File: src/shared/smx_pkg.sv
package smx_pkg;

  // ----------------------------------------
  // Clocking
  // ----------------------------------------
  // System clock rate in Hz
  localparam int MCLK_HZ = 10_000_000;
  // Converter clock rate in Hz
  localparam int CONV_CLK_HZ = 640_000;
  // System clocks per converter clock, never below 3
  localparam int CONV_DIV = (MCLK_HZ / CONV_CLK_HZ < 3) ? 3 : MCLK_HZ / CONV_CLK_HZ;

  // ----------------------------------------
  // Widths and counts
  // ----------------------------------------
  // Result width
  localparam int SAR_BITS = 8;
  // Channel address width
  localparam int ADDR_W = 4;
  // Number of analog inputs
  localparam int CHAN_CNT = 16;
  // Iterations per conversion
  localparam int ITER_CNT = 8;
  // Index of the first bit decided
  localparam logic [2:0] MSB_IDX = 3'h7;
  // Iteration counter value on the last iteration
  localparam logic [2:0] ITER_LAST = 3'h7;

  // ----------------------------------------
  // Values after reset
  // ----------------------------------------
  // Approximation register after reset
  localparam logic [7:0] SAR_RST = 8'h00;
  // Output data register after reset
  localparam logic [7:0] DATA_RST = 8'h00;
  // Latched address after reset
  localparam logic [3:0] ADDR_RST = 4'h0;
  // Done flag idles high: no conversion is running
  localparam logic DONE_RST = 1'b1;

  // ----------------------------------------
  // Types
  // ----------------------------------------
  // Control pins, all asynchronous to mclk
  typedef struct packed {
    logic addr_strobe;       // Rising edge latches channel address
    logic [3:0] chan_addr;   // D is bit 3, A is bit 0
    logic expansion_ctl;     // High enables the multiplexer
    logic conversion_trigger; // Rise clears, fall starts
    logic output_gate;       // High drives the result pins
    logic comp_high;         // Comparator: input above ladder tap
  } smx_pin_s;

  // Synchroniser contents after reset
  localparam smx_pin_s PIN_RST = '0;

  // Converter sequencer states
  typedef enum logic [2:0] {
    SMX_IDLE,
    SMX_ARM,
    SMX_CONV,
    SMX_LOAD,
    SMX_FINISH
  } smx_state_e;

endpackage

File: src/hw/smx_conv_ctrl.sv
// How it works
// - Latch channel address on strobe rising edge
// - Expansion high selects latched channel of sixteen
// - Expansion low switches all channels off
// - Eight iterations, one bit each, MSB first
// - Trigger rising edge clears approximation register
// - Trigger falling edge starts the approximation
// - New trigger aborts a running conversion
// - Done falls within eight converter clocks
// - Done may feed back to trigger input
// - Result is positive-true binary
// - Result loads one converter clock before done
// - Result pins driven only while gate high
module smx_conv_ctrl
  import smx_pkg::*;
#(
  parameter int DIV = CONV_DIV
) (
  input wire logic mclk,
  input wire logic resetn,
  input wire smx_pin_s pins,
  output logic [CHAN_CNT-1:0] mux_select,
  output logic [SAR_BITS-1:0] ladder_code,
  output logic conversion_done,
  output logic [SAR_BITS-1:0] data_q,
  output logic data_oe_n
);

  // ----------------------------------------
  // Helpers
  // ----------------------------------------
  // Channel decoder: one enable per analog input
  function automatic logic [CHAN_CNT-1:0] chan_onehot(input logic [3:0] a, input logic en);
    chan_onehot = '0;
    if (en) begin
      chan_onehot[a] = 1'b1;
    end
  endfunction

  // ----------------------------------------
  // Declarations
  // ----------------------------------------
  smx_pin_s pin_s1_r; // First sync stage, read only by stage two
  smx_pin_s pin_s2_r; // Second sync stage, safe to use
  smx_pin_s pin_d_r; // Delayed copy for edge detection
  logic tick; // One converter clock edge
  logic strobe_rise; // Address strobe rising edge
  logic trig_rise; // Trigger rising edge
  logic trig_fall; // Trigger falling edge
  smx_state_e state_r; // Sequencer state
  smx_state_e state_nxt; // Next sequencer state
  logic [3:0] addr_r; // Latched channel address
  logic [SAR_BITS-1:0] sar_r; // Approximation register
  logic [SAR_BITS-1:0] sar_nxt; // Next approximation value
  logic [2:0] bit_r; // Bit under trial
  logic [SAR_BITS-1:0] data_r; // Output data register
  logic done_r; // Conversion done flag
  logic oe_n_r; // Result pin enable, low drives
  logic [CHAN_CNT-1:0] mux_r; // Channel enables
  logic [2:0] iter_r; // Iterations finished, checking only
  logic fresh_r; // Start just taken, comparator not yet settled
  logic decide; // Converter clock edge that decides a bit

  // ----------------------------------------
  // Pin synchronisers
  // ----------------------------------------
  // Every pin crosses two flops before any logic sees it
  always_ff @(posedge mclk or negedge resetn) begin
    if (!resetn) begin
      pin_s1_r <= PIN_RST;
      pin_s2_r <= PIN_RST;
      pin_d_r <= PIN_RST;
    end else begin
      pin_s1_r <= pins;
      pin_s2_r <= pin_s1_r;
      pin_d_r <= pin_s2_r;
    end
  end

  // Edges taken only from the settled copies
  assign strobe_rise = pin_s2_r.addr_strobe && !pin_d_r.addr_strobe;
  assign trig_rise = pin_s2_r.conversion_trigger && !pin_d_r.conversion_trigger;
  assign trig_fall = !pin_s2_r.conversion_trigger && pin_d_r.conversion_trigger;

  // ----------------------------------------
  // Converter clock
  // ----------------------------------------
  // Comparator settles for a tick period less the two sync cycles before sampling
  smx_tick_gen #(
    .DIV(DIV)
  ) u_tick (
    .mclk(mclk),
    .resetn(resetn),
    .tick(tick)
  );

  // ----------------------------------------
  // Channel address and multiplexer
  // ----------------------------------------
  // Address and strobe share one sync delay, so setup is kept
  always_ff @(posedge mclk or negedge resetn) begin
    if (!resetn) begin
      addr_r <= ADDR_RST;
    end else if (strobe_rise) begin
      addr_r <= pin_s2_r.chan_addr;
    end
  end

  // Enables come from a flop so the switches never glitch
  always_ff @(posedge mclk or negedge resetn) begin
    if (!resetn) begin
      mux_r <= '0;
    end else begin
      // Low expansion forces all off, high picks one
      mux_r <= chan_onehot(addr_r, pin_s2_r.expansion_ctl);
    end
  end

  // ----------------------------------------
  // Sequencer
  // ----------------------------------------
  // The first tick after a start may come one cycle after the ladder
  // moved, before the synced comparator follows, so it decides nothing
  always_ff @(posedge mclk or negedge resetn) begin
    if (!resetn) begin
      fresh_r <= 1'b0;
    end else if (state_r == SMX_ARM && trig_fall) begin
      fresh_r <= 1'b1;
    end else if (tick) begin
      fresh_r <= 1'b0;
    end
  end

  // Costs one converter clock per conversion, buys a settled comparator
  assign decide = tick && !fresh_r;

  // A trigger rise wins over any state, aborting work
  always_comb begin
    state_nxt = state_r;
    if (trig_rise) begin
      state_nxt = SMX_ARM;
    end else begin
      unique case (state_r)
        SMX_IDLE: begin
          state_nxt = SMX_IDLE;
        end
        SMX_ARM: begin
          // Wait for the trigger to drop
          if (trig_fall) begin
            state_nxt = SMX_CONV;
          end
        end
        SMX_CONV: begin
          // Last bit decided ends the trials
          if (decide && bit_r == 3'h0) begin
            state_nxt = SMX_LOAD;
          end
        end
        SMX_LOAD: begin
          if (tick) begin
            state_nxt = SMX_FINISH;
          end
        end
        SMX_FINISH: begin
          if (tick) begin
            state_nxt = SMX_IDLE;
          end
        end
      endcase
    end
  end

  // State register
  always_ff @(posedge mclk or negedge resetn) begin
    if (!resetn) begin
      state_r <= SMX_IDLE;
    end else begin
      state_r <= state_nxt;
    end
  end

  // ----------------------------------------
  // Approximation register
  // ----------------------------------------
  // Comparator high keeps the bit: bigger input, bigger code
  always_comb begin
    sar_nxt = sar_r;
    if (!pin_s2_r.comp_high) begin
      sar_nxt[bit_r] = 1'b0;
    end
    if (bit_r != 3'h0) begin
      sar_nxt[3'(bit_r - 3'h1)] = 1'b1;
    end
  end

  // One bit decided per converter clock, MSB downward
  always_ff @(posedge mclk or negedge resetn) begin
    if (!resetn) begin
      sar_r <= SAR_RST;
      bit_r <= MSB_IDX;
    end else if (trig_rise) begin
      sar_r <= SAR_RST;
      bit_r <= MSB_IDX;
    end else if (state_r == SMX_ARM && trig_fall) begin
      // First trial sets the MSB alone
      sar_r <= {1'b1, {(SAR_BITS-1){1'b0}}};
      bit_r <= MSB_IDX;
    end else if (state_r == SMX_CONV && decide) begin
      sar_r <= sar_nxt;
      bit_r <= 3'(bit_r - 3'h1);
    end
  end

  // ----------------------------------------
  // Output data register and done flag
  // ----------------------------------------
  // Written only on a completed conversion; aborts leave it
  always_ff @(posedge mclk or negedge resetn) begin
    if (!resetn) begin
      data_r <= DATA_RST;
    end else if (state_r == SMX_LOAD && tick && !trig_rise) begin
      data_r <= sar_r;
    end
  end

  // Done drops at once on a trigger rise, well inside the limit.
  // Because done rises only after the result is loaded, it can be
  // wired straight back to the trigger for free-running use.
  always_ff @(posedge mclk or negedge resetn) begin
    if (!resetn) begin
      done_r <= DONE_RST;
    end else if (trig_rise) begin
      done_r <= 1'b0;
    end else if (state_r == SMX_FINISH && tick) begin
      done_r <= 1'b1;
    end
  end

  // Result pins follow the synced gate, one flop later
  always_ff @(posedge mclk or negedge resetn) begin
    if (!resetn) begin
      oe_n_r <= 1'b1;
    end else begin
      oe_n_r <= !pin_s2_r.output_gate;
    end
  end

  // ----------------------------------------
  // Outputs
  // ----------------------------------------
  assign mux_select = mux_r;
  assign ladder_code = sar_r;
  assign conversion_done = done_r;
  assign data_q = data_r;
  assign data_oe_n = oe_n_r;

  // ----------------------------------------
  // Checking helpers
  // ----------------------------------------
  // Counts deciding converter clocks spent in trials
  always_ff @(posedge mclk or negedge resetn) begin
    if (!resetn) begin
      iter_r <= 3'h0;
    end else if (state_r != SMX_CONV) begin
      iter_r <= 3'h0;
    end else if (decide) begin
      iter_r <= 3'(iter_r + 3'h1);
    end
  end
endmodule

File: src/hw/smx_tick_gen.sv
module smx_tick_gen
  import smx_pkg::*;
#(
  parameter int DIV = CONV_DIV
) (
  input wire logic mclk,
  input wire logic resetn,
  output logic tick
);

  // ----------------------------------------
  // Converter clock divider
  // ----------------------------------------
  // Width large enough for any sensible divide ratio
  localparam int CW = $clog2(DIV + 1);
  localparam logic [CW-1:0] LAST = CW'(DIV - 1);

  // Cycle counter within one converter period
  logic [CW-1:0] cnt_r;

  // Free-running count; the converter clock never stops
  always_ff @(posedge mclk or negedge resetn) begin
    if (!resetn) begin
      cnt_r <= '0;
    end else if (cnt_r == LAST) begin
      cnt_r <= '0;
    end else begin
      cnt_r <= cnt_r + CW'(1);
    end
  end

  // One-cycle pulse marks each converter clock edge
  assign tick = (cnt_r == LAST);

endmodule

File: config.mk
export PLATFORM = sky130hd
export DESIGN_NAME = smx_conv_ctrl
export DESIGN_NICKNAME = d
export VERILOG_FILES = /design/src/shared/smx_pkg.sv /design/src/hw/smx_conv_ctrl.sv /design/src/hw/smx_tick_gen.sv
export SDC_FILE = /design/constraint.sdc
export NUM_CORES = 1
export LEC_CHECK = 0
export CORE_MARGIN = 2
export CORE_UTILIZATION = 65
export CTS_CLUSTER_SIZE = 25
export DETAILED_ROUTE_END_ITERATION = 6
export DONT_BUFFER_PORTS = 1
export GPL_TIMING_DRIVEN = 0
export PLACE_DENSITY = 0.81
export SYNTH_ARGS = -nofsm -noshare
export SYNTH_HDL_FRONTEND = slang
export SYNTH_HIERARCHICAL = 1
export SYNTH_SLANG_ARGS = --single-unit
export TNS_END_PERCENT = 5
File: constraint.sdc
create_clock -name mclk -period 3.8 [get_ports mclk]
set_input_delay 0.38 -clock mclk [delete_from_list [all_inputs] [get_ports mclk]]
set_output_delay 0.38 -clock mclk [all_outputs]
set_load 0.01 [all_outputs]
==> metrics.yaml <==
clock_tree:
  clkTransAtPathRegs_ps: 70
  cts_made_buffers: 9
  cts_tree: "built"
  clk_latency_ps: 340
  htreeDepth: 3
  clock_sink_count: 69
  cts_buffer_depth: 2
  cts-root-buf: "clkbuf_8"
drt:
  wl_mm: 4.37
  drc: 0
  drtAntennaViolNets: 0
  drtIter0Drc: 72
  route.detailed.wl_per_inst_um: 17.1
  dr.pass1.iters: 5
  avgViaCountPerCell: 6.02
  vias: 1541
layout:
  area_growth_pct: 12.0
  final_cell_area_um2: 2860
  final_cell_mix: "dfrtp_1, nor2_1, mux2_2"
  layout.nets: 218
  final_util_pct: 76.9
  layout_commonest_cell: "dfrtp_1"
  fillCellCount: 238
  regArea_um2: 1730
  drive_gt1_share_pct: 19.2
  antenna_cells: 0
  multiInputGateArea_um2: 768
pwr:
  power.leakage_nw: 1.31
  peakVddDrop_v: 0.000339
  powerDensity_nw_per_um2: 534
  total_power_mw: 1.53
outcome:
  status: "finished clean"
floorplan:
  die_x_um: 66.7
  start_util_pct: 68.7
  die_h_um: 66.7
  dieArea_um2: 4440
  boundaryPins: 45
  core_area_um2: 3720
  num_rows: 22
place:
  io_buffers: 0
  hpwl_mm: 2.87
  gp_congestion: 0.841
  dpl-instance-area_um2: 2610
global_routing:
  grt_pass1_wl_mm: 7.26
  grt_start_max_net_pins: 70
  grt_pass1_vias: 1528
  track_usage_pct: 23.1
  antenna_found_initial: 0
  gr-total-overflow: 0
timing:
  setup_viol: 0
  fin_setup_tns_ps: 0
  clock.fmax_mhz: 411
  relSlewSlack_pct: 50.5
  fin_skew_ps: 7.71
  finalHoldViolCount: 0
  min_period_over_period_pct: 64.1
  worst_slew_pin_slew_ps: 741
  rsz0062_at_grt: "no"
  finalMaxSlewViolations: 0
  period_needed_ps: 2440
yosys:
  yosysSeqAreaShare_pct: 67.9
  synth_edf_count: 0
  synth_cell_types: 42
  avgSynthCellArea_um2: 13.4
  synth_warnings: 6
  ys.flop_type: "dfrtp_1"
  ys_ff_latch: 69
  synth_area_um2: 2550
  synth_nets: 205
  async_reset_ff_share_pct: 100
  synthCells: 190
critical_path:
  cp_max_fo: 8
  slowest_delay_ps: 630
  cp.required_ps: 4020
  crit_arrival_ps: 2660
  slowest_stage: "nor3b_1"
  crit_path_cell_trace: "nand2_2 -> nor3b_1 -> and3b_1 -> buf_6 -> nand2_1 -> nor2_4 -> mux2_2"
  startpoint_type: "flop"
  rrSetupSlack_ps: 1360
  critPathKind: "reg2reg"
  cp-end-kind: "flop"
flow_run:
  max_cap_viol_count: 0
min_path:
  hp-class: "in2reg"
## power breakdown
group | leakage [nW] | internal, mW | switching [mW]
Sequential | 0.878 | 0.774 | 0.0418
Clock | 0.101 | 0.369 | 0.253
Combinational | 0.328 | 0.0332 | 0.0547
Total | 1.31 | 1.18 | 0.350
## cell usage after synthesis, drive strengths merged (4+ instances only)
master | count | area, µm²
dfrtp | 64 | 1600
dfstp | 5 | 131
a21oi | 6 | 30.0
mux2 | 14 | 158
o21ai | 6 | 30.0
ha | 4 | 50.1
nor2b | 4 | 25.0
nand3 | 5 | 37.5
nor3 | 7 | 35.0
nor2 | 16 | 75.1
nand2 | 11 | 43.8
inv | 8 | 30.0
## worst max-delay path: cells and delay by family (launching register included)
family                 cells  cell delay, ps
buffers and inverters      1             130
flip-flops                 1             440
multiplexers               1             370
AND/OR/NAND/NOR            5            1370
## registers in the layout, indices dropped and copies added, names as in the netlist
name,flops
pin_d_r,2
data_oe_n,1
pin_s1_r,9
mux_select,16
bit_r,3
u_tick/cnt_r,4
pin_s2_r,9
fresh_r,1
addr_r,4
conversion_done,1
state_r,3
data_q,8
ladder_code,8
## cell families (layout without fill, tap and decap cells)
family	after synthesis	in the layout	synth area share, %
AOI/OAI and AO/OA	29	29	7.50
xor gates and xnor gates	1	1	0.343
adders and majority gates	4	4	1.96
buffers and inverters	11	29	1.96
DFF	69	69	67.9
muxes	14	14	6.18
and+or+nand+nor	62	62	14.1
## metal layers
metal	vias to the layer above	part of all wire [%]	GRT usage, %
li1	694	-	-
met1	772	41	27.1
met2	70	49	35.5
met3	5	9.1	12.8
met4	0	0.76	8.93
met5	-	0	0
## worst paths after layout
| kind | depth (start not counted) | to | start |
|---|---|---|---|
| max in group asynchronous | 2 | bit_r[0] | resetn |
| hold reg to reg | 0 | pin_s2_r[5] | pin_s1_r[5] |
| setup reg to reg | 7 | data_q[2] | u_tick/cnt_r[2] |
| hold / removal | 0 | pin_s1_r[2] | pins[2] |
| min in group asynchronous | 2 | ladder_code[7] | resetn |
| setup / recovery | 7 | data_q[2] | u_tick/cnt_r[2] |
## per-stage QoR
step	instances	setup WS (ps)	hold slack, ps
3_5_place_dp	238	1430	85.8
4_1_cts	256	1350	46.3
5_1_grt	256	1200	33.8
6_report	256	1360	62.6
3_3_place_gp	238	1550	85.7
2_1_floorplan	190	1830	84.4
## repair_timing
action,4_1_cts,5_1_grt
buffers inserted,0,0
resized for setup,0,0
endpoints found under the setup margin,0,0
endpoints found under the hold margin,69,0
hold buffers,2,0
## final cells by class
cell class	instances	share of cell area [%]
Tap cell	48	2.10
Timing Repair Buffer	2	1.31
Clock buffer	12	4.73
Clock inverter	4	2.54
Multi-Input combinational cell	110	26.9
Inverter	8	1.05
Sequential cell	69	60.7
Buffer	3	0.701
Note: power is estimated with default switching activity, not from simulation.
